[src/shared/sfp_pkg.sv]
// constants, register map, timing and command tables of the sector flash host controller
package sfp_pkg;
  localparam int CLK_MHZ = 125;
  localparam int FL_AW = 19;
  localparam int FL_DW = 8;
  localparam int BUF_DEPTH = 256;
  localparam int BUF_AW = 8;
  localparam int BUS_AW = 11;
  localparam int CNT_W = 22;
  // register byte offsets on the avalon slave
  localparam logic [10:0] REG_CTRL = 11'h000;
  localparam logic [10:0] REG_ADDR = 11'h004;
  localparam logic [10:0] REG_STAT = 11'h008;
  localparam logic [10:0] REG_RDAT = 11'h00c;
  localparam int BUF_SEL_BIT = 10;
  // status bit positions
  localparam int ST_BUSY = 0;
  localparam int ST_DONE = 1;
  localparam int ST_TMO = 2;
  localparam int ST_READY = 3;
  // operation codes written into ctrl[2:0]
  localparam logic [2:0] OP_READ = 3'h1;
  localparam logic [2:0] OP_PROG = 3'h2;
  localparam logic [2:0] OP_LOCK = 3'h3;
  localparam logic [2:0] OP_ERASE = 3'h4;
  localparam logic [2:0] OP_ID_ENTER = 3'h5;
  localparam logic [2:0] OP_ID_EXIT = 3'h6;
  // times as printed or chosen, then cycle counts
  localparam int T_ACC_NS = 200;
  localparam int T_WP_NS = 100;
  localparam int T_REC_NS = 50;
  localparam int T_GAP_US = 150;
  localparam int T_PWR_MS = 10;
  localparam int T_PROG_MS = 20;
  localparam int SETUP_CYC = 2;
  localparam int ACC_CYC = (T_ACC_NS * CLK_MHZ + 999) / 1000;
  localparam int WP_CYC = (T_WP_NS * CLK_MHZ + 999) / 1000;
  localparam int REC_CYC = (T_REC_NS * CLK_MHZ + 999) / 1000;
  localparam int GAP_CYC = T_GAP_US * CLK_MHZ;
  localparam int PWR_CYC = T_PWR_MS * CLK_MHZ * 1000;
  localparam int PROG_CYC = T_PROG_MS * CLK_MHZ * 1000;
  // command table: {address, data}; values are arbitrary stand-ins
  localparam int SEQ_N = 21;
  localparam logic [4:0] SEQ_UNLK = 5'h00;
  localparam logic [4:0] SEQ_LOCK = 5'h03;
  localparam logic [4:0] SEQ_ERASE = 5'h09;
  localparam logic [4:0] SEQ_IDIN = 5'h0f;
  localparam logic [4:0] SEQ_IDOUT = 5'h12;
  localparam logic [4:0] SEQ_END = 5'h15;
  localparam logic [7:0] LOCK_DATA = 8'h40;
  localparam logic [26:0] SEQ_TBL [0:SEQ_N-1] = '{
    {19'h00aaa, 8'h5a}, {19'h00555, 8'ha5}, {19'h00aaa, 8'h3c},
    {19'h00aaa, 8'h5a}, {19'h00555, 8'ha5}, {19'h00aaa, 8'hc3},
    {19'h00aaa, 8'h5a}, {19'h00555, 8'ha5}, {19'h00aaa, 8'h96},
    {19'h00aaa, 8'h5a}, {19'h00555, 8'ha5}, {19'h00aaa, 8'h69},
    {19'h00aaa, 8'h5a}, {19'h00555, 8'ha5}, {19'h00aaa, 8'h0f},
    {19'h00aaa, 8'h5a}, {19'h00555, 8'ha5}, {19'h00aaa, 8'he1},
    {19'h00aaa, 8'h5a}, {19'h00555, 8'ha5}, {19'h00aaa, 8'h1e}
  };
  typedef enum logic [2:0] {S_PWR, S_IDLE, S_WSET, S_WLOW, S_WREC, S_RLOW, S_RREC} sfp_state_t;
endpackage

[src/shared/sfp_buf_if.sv]
// sector buffer port between controller and its byte memory
`timescale 1ns/10ps
interface sfp_buf_if #(parameter int DW = 8, parameter int AW = 8);
  logic we;
  logic [AW-1:0] waddr;
  logic [DW-1:0] wdata;
  logic [AW-1:0] raddr;
  logic [DW-1:0] rdata;
  modport ctl (output we, output waddr, output wdata, output raddr, input rdata);
  modport mem (input we, input waddr, input wdata, input raddr, output rdata);
endinterface

[src/verilog/sfp_host.sv]
// host controller that programs and reads a parallel sector flash for avalon software
`timescale 1ns/10ps
module sfp_host
  import sfp_pkg::*;
#(
  parameter int PWR_WAIT = sfp_pkg::PWR_CYC,
  parameter int POLL_MAX = sfp_pkg::PROG_CYC
) (
  input wire logic clock,
  input wire logic nrst,
  input wire logic [sfp_pkg::BUS_AW-1:0] avs_address,
  input wire logic avs_read,
  input wire logic avs_write,
  input wire logic [31:0] avs_writedata,
  input wire logic [3:0] avs_byteenable,
  output logic [31:0] avs_readdata,
  output logic avs_waitrequest,
  output logic [sfp_pkg::FL_AW-1:0] addr_bus,
  output logic [sfp_pkg::FL_DW-1:0] data_bus_o,
  output logic data_bus_oe,
  input wire logic [sfp_pkg::FL_DW-1:0] data_bus_i,
  output logic ce_n,
  output logic oe_n,
  output logic we_n
);
  import sfp_pkg::*;

  ////////////////////////////////////////////////////////////////////////////
  logic [1:0] rst_sync_ff;
  logic rst_n;
  always_ff @(posedge clock or negedge nrst) begin
    if (!nrst) rst_sync_ff <= 2'h0;
    else rst_sync_ff <= {rst_sync_ff[0], 1'b1};
  end
  assign rst_n = rst_sync_ff[1];

  ////////////////////////////////////////////////////////////////////////////
  // avalon slave: one wait cycle on every access
  logic ack_ff;
  logic [31:0] rdata_ff;
  logic [2:0] op_ff;
  logic [FL_AW-1:0] addr_ff;
  logic done_ff;
  logic tmo_ff;
  logic [FL_DW-1:0] rdat_ff;
  sfp_state_t st_ff;
  wire req = avs_read | avs_write;
  wire fire_wr = avs_write & ack_ff;
  wire hit_ctrl = avs_address == REG_CTRL;
  wire hit_addr = avs_address == REG_ADDR;
  wire hit_stat = avs_address == REG_STAT;
  wire hit_rdat = avs_address == REG_RDAT;
  wire hit_buf = avs_address[BUF_SEL_BIT];
  wire idle = st_ff == S_IDLE;
  wire [31:0] lane_m = {{8{avs_byteenable[3]}}, {8{avs_byteenable[2]}}, {8{avs_byteenable[1]}},
                        {8{avs_byteenable[0]}}};
  wire [31:0] stat_w = {28'h0, st_ff != S_PWR, tmo_ff, done_ff, !idle};
  wire [2:0] new_op = avs_writedata[2:0];
  wire op_ok = new_op >= OP_READ && new_op <= OP_ID_EXIT;
  // commands while busy are dropped; the busy bit tells software to wait
  wire start = fire_wr & hit_ctrl & avs_byteenable[0] & idle & op_ok;
  wire [31:0] addr_m = ({13'h0, addr_ff} & ~lane_m) | (avs_writedata & lane_m);
  wire [31:0] rd_mux = hit_ctrl ? {29'h0, op_ff} :
                       hit_addr ? {13'h0, addr_ff} :
                       hit_stat ? stat_w :
                       hit_rdat ? {24'h0, rdat_ff} : 32'h0;

  always_ff @(posedge clock or negedge rst_n) begin
    if (!rst_n) begin
      ack_ff <= 1'b0;
      rdata_ff <= 32'h0;
    end else begin
      ack_ff <= req & ~ack_ff;
      if (req & ~ack_ff) rdata_ff <= rd_mux;
    end
  end
  assign avs_waitrequest = req & ~ack_ff;
  assign avs_readdata = rdata_ff;

  always_ff @(posedge clock or negedge rst_n) begin
    if (!rst_n) addr_ff <= '0;
    else if (fire_wr & hit_addr & idle) addr_ff <= addr_m[FL_AW-1:0];
  end

  ////////////////////////////////////////////////////////////////////////////
  // sector buffer: software fills it while the engine is idle
  logic load_ff;
  logic [8:0] byte_ff;
  sfp_buf_if #(.DW(FL_DW), .AW(BUF_AW)) buf_if ();
  assign buf_if.we = fire_wr & hit_buf & avs_byteenable[0] & idle;
  assign buf_if.waddr = avs_address[BUF_AW+1:2];
  assign buf_if.wdata = avs_writedata[FL_DW-1:0];
  assign buf_if.raddr = byte_ff[BUF_AW-1:0];
  sfp_sect_buf #(.DW(FL_DW), .AW(BUF_AW)) u_buf (
    .clock(clock),
    .bus(buf_if)
  );

  ////////////////////////////////////////////////////////////////////////////
  // access engine
  logic [CNT_W-1:0] cnt_ff;
  logic [CNT_W-1:0] tmo_cnt_ff;
  logic [4:0] seq_ff;
  logic [4:0] seq_end_ff;
  logic fin_ff;
  logic poll_ff;
  logic prev_ok_ff;
  logic prev6_ff;
  logic prev_fin_ff;
  wire cnt_zero = cnt_ff == '0;
  wire [26:0] tbl = SEQ_TBL[seq_ff];
  wire [FL_AW-1:0] wr_addr = load_ff ? {addr_ff[FL_AW-1:8], byte_ff[7:0]} :
                             fin_ff ? addr_ff : tbl[26:8];
  wire [FL_DW-1:0] wr_data = load_ff ? buf_if.rdata : fin_ff ? LOCK_DATA : tbl[7:0];
  wire [FL_AW-1:0] rd_addr = (poll_ff && op_ff == OP_PROG) ? {addr_ff[FL_AW-1:8], 8'hff} : addr_ff;
  wire seq_more = !load_ff && !fin_ff && (seq_ff + 5'h1 != seq_end_ff);
  wire byte_more = load_ff && byte_ff != 9'h0ff;
  // for program both polling methods must agree before the cycle counts as finished; erase and lock use the toggle bit alone
  wire poll_hit = prev_ok_ff && data_bus_i[6] == prev6_ff
                  && (op_ff != OP_PROG || data_bus_i[7] == buf_if.rdata[7]);
  wire [4:0] op_seq = op_ff == OP_LOCK ? SEQ_LOCK : op_ff == OP_ERASE ? SEQ_ERASE :
                      op_ff == OP_ID_ENTER ? SEQ_IDIN : op_ff == OP_ID_EXIT ? SEQ_IDOUT : SEQ_UNLK;
  wire [4:0] new_seq = new_op == OP_LOCK ? SEQ_LOCK : new_op == OP_ERASE ? SEQ_ERASE :
                       new_op == OP_ID_ENTER ? SEQ_IDIN : new_op == OP_ID_EXIT ? SEQ_IDOUT : SEQ_UNLK;
  wire [4:0] new_end = new_op == OP_LOCK ? SEQ_ERASE : new_op == OP_ERASE ? SEQ_IDIN :
                       new_op == OP_ID_ENTER ? SEQ_IDOUT : new_op == OP_ID_EXIT ? SEQ_END : SEQ_LOCK;

  always_ff @(posedge clock or negedge rst_n) begin
    if (!rst_n) begin
      st_ff <= S_PWR;
      cnt_ff <= '0;
      op_ff <= 3'h0;
      seq_ff <= 5'h0;
      seq_end_ff <= 5'h0;
      load_ff <= 1'b0;
      fin_ff <= 1'b0;
      poll_ff <= 1'b0;
      byte_ff <= 9'h0;
    end else begin
      if (!cnt_zero) cnt_ff <= cnt_ff - 1'b1;
      case (st_ff)
        S_PWR: begin
          if (cnt_ff == CNT_W'(PWR_WAIT - 1)) st_ff <= S_IDLE;
          else cnt_ff <= cnt_ff + 1'b1;
        end
        S_IDLE: begin
          if (start) begin
            op_ff <= new_op;
            seq_ff <= new_seq;
            seq_end_ff <= new_end;
            load_ff <= 1'b0;
            fin_ff <= 1'b0;
            poll_ff <= 1'b0;
            byte_ff <= 9'h0;
            st_ff <= new_op == OP_READ ? S_RLOW : S_WSET;
            cnt_ff <= new_op == OP_READ ? CNT_W'(ACC_CYC) : CNT_W'(SETUP_CYC - 1);
          end
        end
        S_WSET: if (cnt_zero) begin
          st_ff <= S_WLOW;
          cnt_ff <= CNT_W'(WP_CYC - 1);
        end
        S_WLOW: if (cnt_zero) begin
          st_ff <= S_WREC;
          cnt_ff <= CNT_W'(REC_CYC - 1);
        end
        S_WREC: if (cnt_zero) begin
          // every path back to a load is a few dozen cycles, far inside the gap limit
          st_ff <= S_WSET;
          cnt_ff <= CNT_W'(SETUP_CYC - 1);
          if (seq_more) seq_ff <= seq_ff + 5'h1;
          else if (op_ff == OP_PROG && !load_ff) load_ff <= 1'b1;
          else if (byte_more) byte_ff <= byte_ff + 9'h1;
          else if (op_ff == OP_LOCK && !fin_ff) fin_ff <= 1'b1;
          else if (op_ff == OP_PROG || op_ff == OP_LOCK || op_ff == OP_ERASE) begin
            load_ff <= 1'b0;
            poll_ff <= 1'b1;
            st_ff <= S_RLOW;
            cnt_ff <= CNT_W'(ACC_CYC);
          end else begin
            st_ff <= S_IDLE;
          end
        end
        S_RLOW: if (cnt_zero) begin
          st_ff <= S_RREC;
          cnt_ff <= CNT_W'(REC_CYC - 1);
        end
        S_RREC: if (cnt_zero) begin
          if (poll_ff && !prev_fin_ff) begin
            st_ff <= S_RLOW;
            cnt_ff <= CNT_W'(ACC_CYC);
          end else begin
            st_ff <= S_IDLE;
          end
        end
        default: st_ff <= S_IDLE;
      endcase
    end
  end

  ////////////////////////////////////////////////////////////////////////////
  // read capture and completion polling
  wire sample = st_ff == S_RLOW && cnt_zero;
  wire nxt_idle = (st_ff == S_RREC && cnt_zero && (!poll_ff || prev_fin_ff)) ||
                  (st_ff == S_WREC && cnt_zero && !seq_more && !byte_more &&
                   !(op_ff == OP_PROG && !load_ff) && !(op_ff == OP_LOCK && !fin_ff) &&
                   !(op_ff == OP_PROG || op_ff == OP_LOCK || op_ff == OP_ERASE));
  always_ff @(posedge clock or negedge rst_n) begin
    if (!rst_n) begin
      rdat_ff <= 8'h0;
      prev_ok_ff <= 1'b0;
      prev6_ff <= 1'b0;
      prev_fin_ff <= 1'b0;
      tmo_cnt_ff <= '0;
      tmo_ff <= 1'b0;
      done_ff <= 1'b0;
    end else begin
      if (start) begin
        prev_ok_ff <= 1'b0;
        prev_fin_ff <= 1'b0;
        tmo_cnt_ff <= CNT_W'(POLL_MAX);
        tmo_ff <= 1'b0;
        done_ff <= 1'b0;
      end else if (poll_ff && !cnt_zero && tmo_cnt_ff != '0) begin
        tmo_cnt_ff <= tmo_cnt_ff - 1'b1;
      end
      if (sample) begin
        rdat_ff <= data_bus_i;
        prev6_ff <= data_bus_i[6];
        prev_ok_ff <= 1'b1;
        if (poll_ff && poll_hit) prev_fin_ff <= 1'b1;
        if (poll_ff && !poll_hit && tmo_cnt_ff == '0) begin
          prev_fin_ff <= 1'b1;
          tmo_ff <= 1'b1;
        end
      end
      if (st_ff != S_IDLE && st_ff != S_PWR && nxt_idle) done_ff <= 1'b1;
    end
  end

  ////////////////////////////////////////////////////////////////////////////
  // pins follow the state one cycle later, all from flops
  always_ff @(posedge clock or negedge rst_n) begin
    if (!rst_n) begin
      ce_n <= 1'b1;
      oe_n <= 1'b1;
      we_n <= 1'b1;
      data_bus_oe <= 1'b0;
      data_bus_o <= 8'h0;
      addr_bus <= '0;
    end else begin
      ce_n <= !(st_ff == S_WSET || st_ff == S_WLOW || st_ff == S_RLOW);
      oe_n <= st_ff != S_RLOW;
      we_n <= st_ff != S_WLOW;
      data_bus_oe <= st_ff == S_WSET || st_ff == S_WLOW || st_ff == S_WREC;
      if (st_ff == S_WSET) begin
        data_bus_o <= wr_data;
        addr_bus <= wr_addr;
      end else if (st_ff == S_RLOW) begin
        addr_bus <= rd_addr;
      end
    end
  end
endmodule

[src/verilog/sfp_sect_buf.sv]
// sector staging memory with registered read data
`timescale 1ns/10ps
module sfp_sect_buf #(
  parameter int DW = 8,
  parameter int AW = 8
) (
  input wire logic clock,
  sfp_buf_if.mem bus
);
  logic [DW-1:0] mem_q [0:(1<<AW)-1];
  logic [DW-1:0] rdata_ff;

  always_ff @(posedge clock) begin
    if (bus.we) begin
      mem_q[bus.waddr] <= bus.wdata;
    end
    rdata_ff <= mem_q[bus.raddr];
  end

  assign bus.rdata = rdata_ff;
endmodule

[config.mk]
export PLATFORM = sky130hd
export DESIGN_NAME = sfp_host
export DESIGN_NICKNAME = d
export VERILOG_FILES = /design/src/shared/sfp_pkg.sv /design/src/shared/sfp_buf_if.sv /design/src/verilog/sfp_host.sv /design/src/verilog/sfp_sect_buf.sv
export SDC_FILE = /design/constraint.sdc
export NUM_CORES = 2
export LEC_CHECK = 0
export ABC_AREA = 1
export BUFFER_PORTS_ARGS = -buffer_cell sky130_fd_sc_hd__buf_2
export CAP_MARGIN = 25
export CORE_MARGIN = 3
export CORE_UTILIZATION = 45
export CTS_CLUSTER_DIAMETER = 200
export DETAILED_ROUTE_END_ITERATION = 10
export SETUP_SLACK_MARGIN = 0.4
export SYNTH_ARGS = -nofsm -noshare
export SYNTH_HDL_FRONTEND = slang
export SYNTH_SLANG_ARGS = --single-unit
[constraint.sdc]
create_clock -name clock -period 11.41 [get_ports clock]
set_input_delay 1.141 -clock clock [delete_from_list [all_inputs] [get_ports clock]]
set_output_delay 1.141 -clock clock [all_outputs]
set_load 0.005 [all_outputs]
==> reports/qor.yml <==
run_status:
  outcome: "finished, final reports clean"
worst_setup_path:
  slowest_stage: "dfrtp_4"
  cp.arrival_ps: 5860
  start_kind: "flop"
  crit_buf_inv: 3
  crit_required_ps: 12210
  path_delay_family: "buffers and inverters"
  crit_path_end_kind: "flop"
  cp_cell_sequence: "buf_4 > buf_4 > buf_4 > nor2_1 > nor2_1 > o21ai_0 > a21oi_1 > nor2_1 > nand2_1 > nand3_1 > nand3_1 > nand3_1 > nand2_1"
  cpPeakStageDelay_ps: 930
  crit_type: "reg -> reg"
  crit_fanout: 82
synthesis:
  synth_edf_count: 2048
  ys.flop_type: "edfxtp_1"
  synth_cell_types: 64
  yosys_warnings: 0
  synth-seq-cells: 2212
  ys_seq_area_share_pct: 70.89
  avgSynthCellArea_um2: 11.42
  syn_area_mm2: 0.09250
  synth-async-reset-ratio_pct: 7.052
  synth_cells: 8101
grt:
  overflow: 0
  antenna_found_initial: 19
  grtUsageTotal_pct: 24.01
  grt_pass1_vias: 58040
  grt_start_max_net_pins: 202
  grt_pass1_wl_um: 381500
sta:
  slew_headroom_pct: 24.10
  fin_skew_ps: 64.83
  finalHoldWorstSlack_ps: 251.2
  max_freq_mhz: 197.7
  fin_crit_ps: 5058
  tightest_slew_ps: 1137
  period_share_pct: 44.33
  fin_setup_tns_ps: 0
  hold_viol: 0
  finalMaxSlewViolations: 0
  finalSetupViolations: 0
  rsz0062_at_grt: "false"
power_and_ir_drop:
  leakagePower_nw: 34.92
  power_w: 0.01987
  power_per_cell_area_mw_per_mm2: 194.6
  ir_drop_mv: 0.1484
place:
  io_buffer_count: 95
  place_congestion: 0.8496
  dp_hpwl_um: 146200
route:
  first_pass_iters: 6
  drtIter0Drc: 7107
  drc: 0
  via_count: 61640
  wl_per_cell_um: 23.75
  drt-vias-per-instance: 5.663
  routed_wl_um: 258500
  ant_nets: 0
floorplanning:
  core-area_mm2: 0.2034
  die_area_mm2: 0.2110
  die_y_um: 459.4
  die_w_um: 459.4
  initial_core_util_pct: 45.49
  io_pins: 123
  rows: 165
cells_and_area:
  nets: 8082
  utilization_pct: 50.22
  layout_common_cells: "2,048 x edfxtp_1, 2,001 x nor2_1, 1,028 x o21ai_0"
  syn_to_final_growth_pct: 10.40
  drive_above_1_share_pct: 7.395
  final_common_cell: "edfxtp_1"
cts:
  cts_repair_resize_count: 0
  cts_buffer_depth: 3
  h-tree-depth: 4
  cts_sinks: 2212
  cts_tree: "done"
  cts_made_buffers: 222
  root_buffer: "clkbuf_16"
  clk_latency_ps: 880
  path_clk_slew_ps: 60
min_path:
  min_path_type: "reg -> async"
flow_run:
  max_cap_viol_count: 0
## synth_stat cells, drive strengths merged, types with 42 or more instances
| master | number | area (um^2) |
|---|---|---|
| o22ai | 60 | 375.4 |
| nand3 | 441 | 2245 |
| inv | 239 | 897.1 |
| nor2 | 2017 | 7650 |
| buf | 294 | 1657 |
| edfxtp | 2048 | 61500 |
| dfrtp | 153 | 3829 |
| o211ai | 232 | 1742 |
| a21oi | 149 | 757.0 |
| nor3 | 42 | 259.0 |
| o21ai | 1124 | 5625 |
| nand2 | 885 | 3359 |
| clkbuf | 218 | 819.5 |
## logic make-up (layout without fill, tap and decap cells)
kind of cell	count (synthesis)	in the layout	share of synthesized area [%]
XOR/XNOR	34	34	0.3219
AO/OA/AOI/OAI	1615	1615	9.622
flip-flops	2212	2212	70.89
other	2	17	0.008119
buffers and inverters	757	852	3.671
adder cells (fa/ha/maj)	10	10	0.1353
multiplexers	23	23	0.2800
AND/OR/NAND/NOR	3448	3448	15.08
## path summary, 6_finish.rpt
path | endpoint | depth (start not counted) | from | slack, ps
worst max-delay path | u_buf.bus.rdata[4] | 13 | byte_ff[0] | 6350
worst min-delay path | tmo_cnt_ff[3] | 0 | rst_sync_ff[1] | 250
worst max register to register | u_buf.bus.rdata[4] | 13 | byte_ff[0] | 6350
worst min register to register | tmo_cnt_ff[3] | 0 | rst_sync_ff[1] | 250
max in group asynchronous | byte_ff[0] | 2 | rst_sync_ff[1] | 9090
min in group clock | rst_sync_ff[1] | 0 | rst_sync_ff[0] | 350
## registers in the layout, summed over array words and instances, names as in the netlist, 8 cells and up, named ones only
register         flops
u_buf.bus.rdata      8
avs_readdata        19
addr_bus            19
u_buf.mem_q       2048
data_bus_o           8
rdat_ff              8
byte_ff              9
tmo_cnt_ff          22
cnt_ff              22
## cell type report
| class | count | area [um^2] |
|---|---|---|
| fill | 17590 | 101200 |
| tap | 2672 | 3343 |
| timing repair buffer | 188 | 1461 |
| antenna | 3 | 7.507 |
| inverter | 245 | 942.2 |
| sequential | 2212 | 65580 |
| clock inverter | 128 | 1242 |
| multi-input combinational | 5144 | 23590 |
| clock buffer | 291 | 5948 |
## layer usage
layer	routed length [um]	part of all wire (%)	global-route usage [%]
met1	109000	42	33.99
met2	118900	46	37.37
met3	22540	8.7	4.853
met4	7999	3.1	7.682
met5	0	0	0
## power breakdown
group	total (W)	leakage, nW	switching [W]	internal (W)
Sequential	0.00921	20.4	0.000209	0.00901
Clock	0.00722	3.51	0.00314	0.00408
Combinational	0.00344	11.0	0.00248	0.000962
Total	0.0199	34.9	0.00582	0.0141
## what timing repair did
action                                  CTS  global route
endpoints found under the hold margin     2             0
endpoints found under the setup margin    0             0
setup buffers                             0             0
hold buffers                              1             0
## per-stage QoR
stage | cells | instance area [um^2] | setup WS (ps)
after detailed placement | 10460 | 94880 | 6519
final | 10880 | 102100 | 6353
after global routing | 10880 | 102100 | 6168
after CTS | 10880 | 102100 | 6485
after floorplan | 8113 | 92540 | 6747
after global placement | 10460 | 94800 | 6500
(Power assumes the default switching activity.)
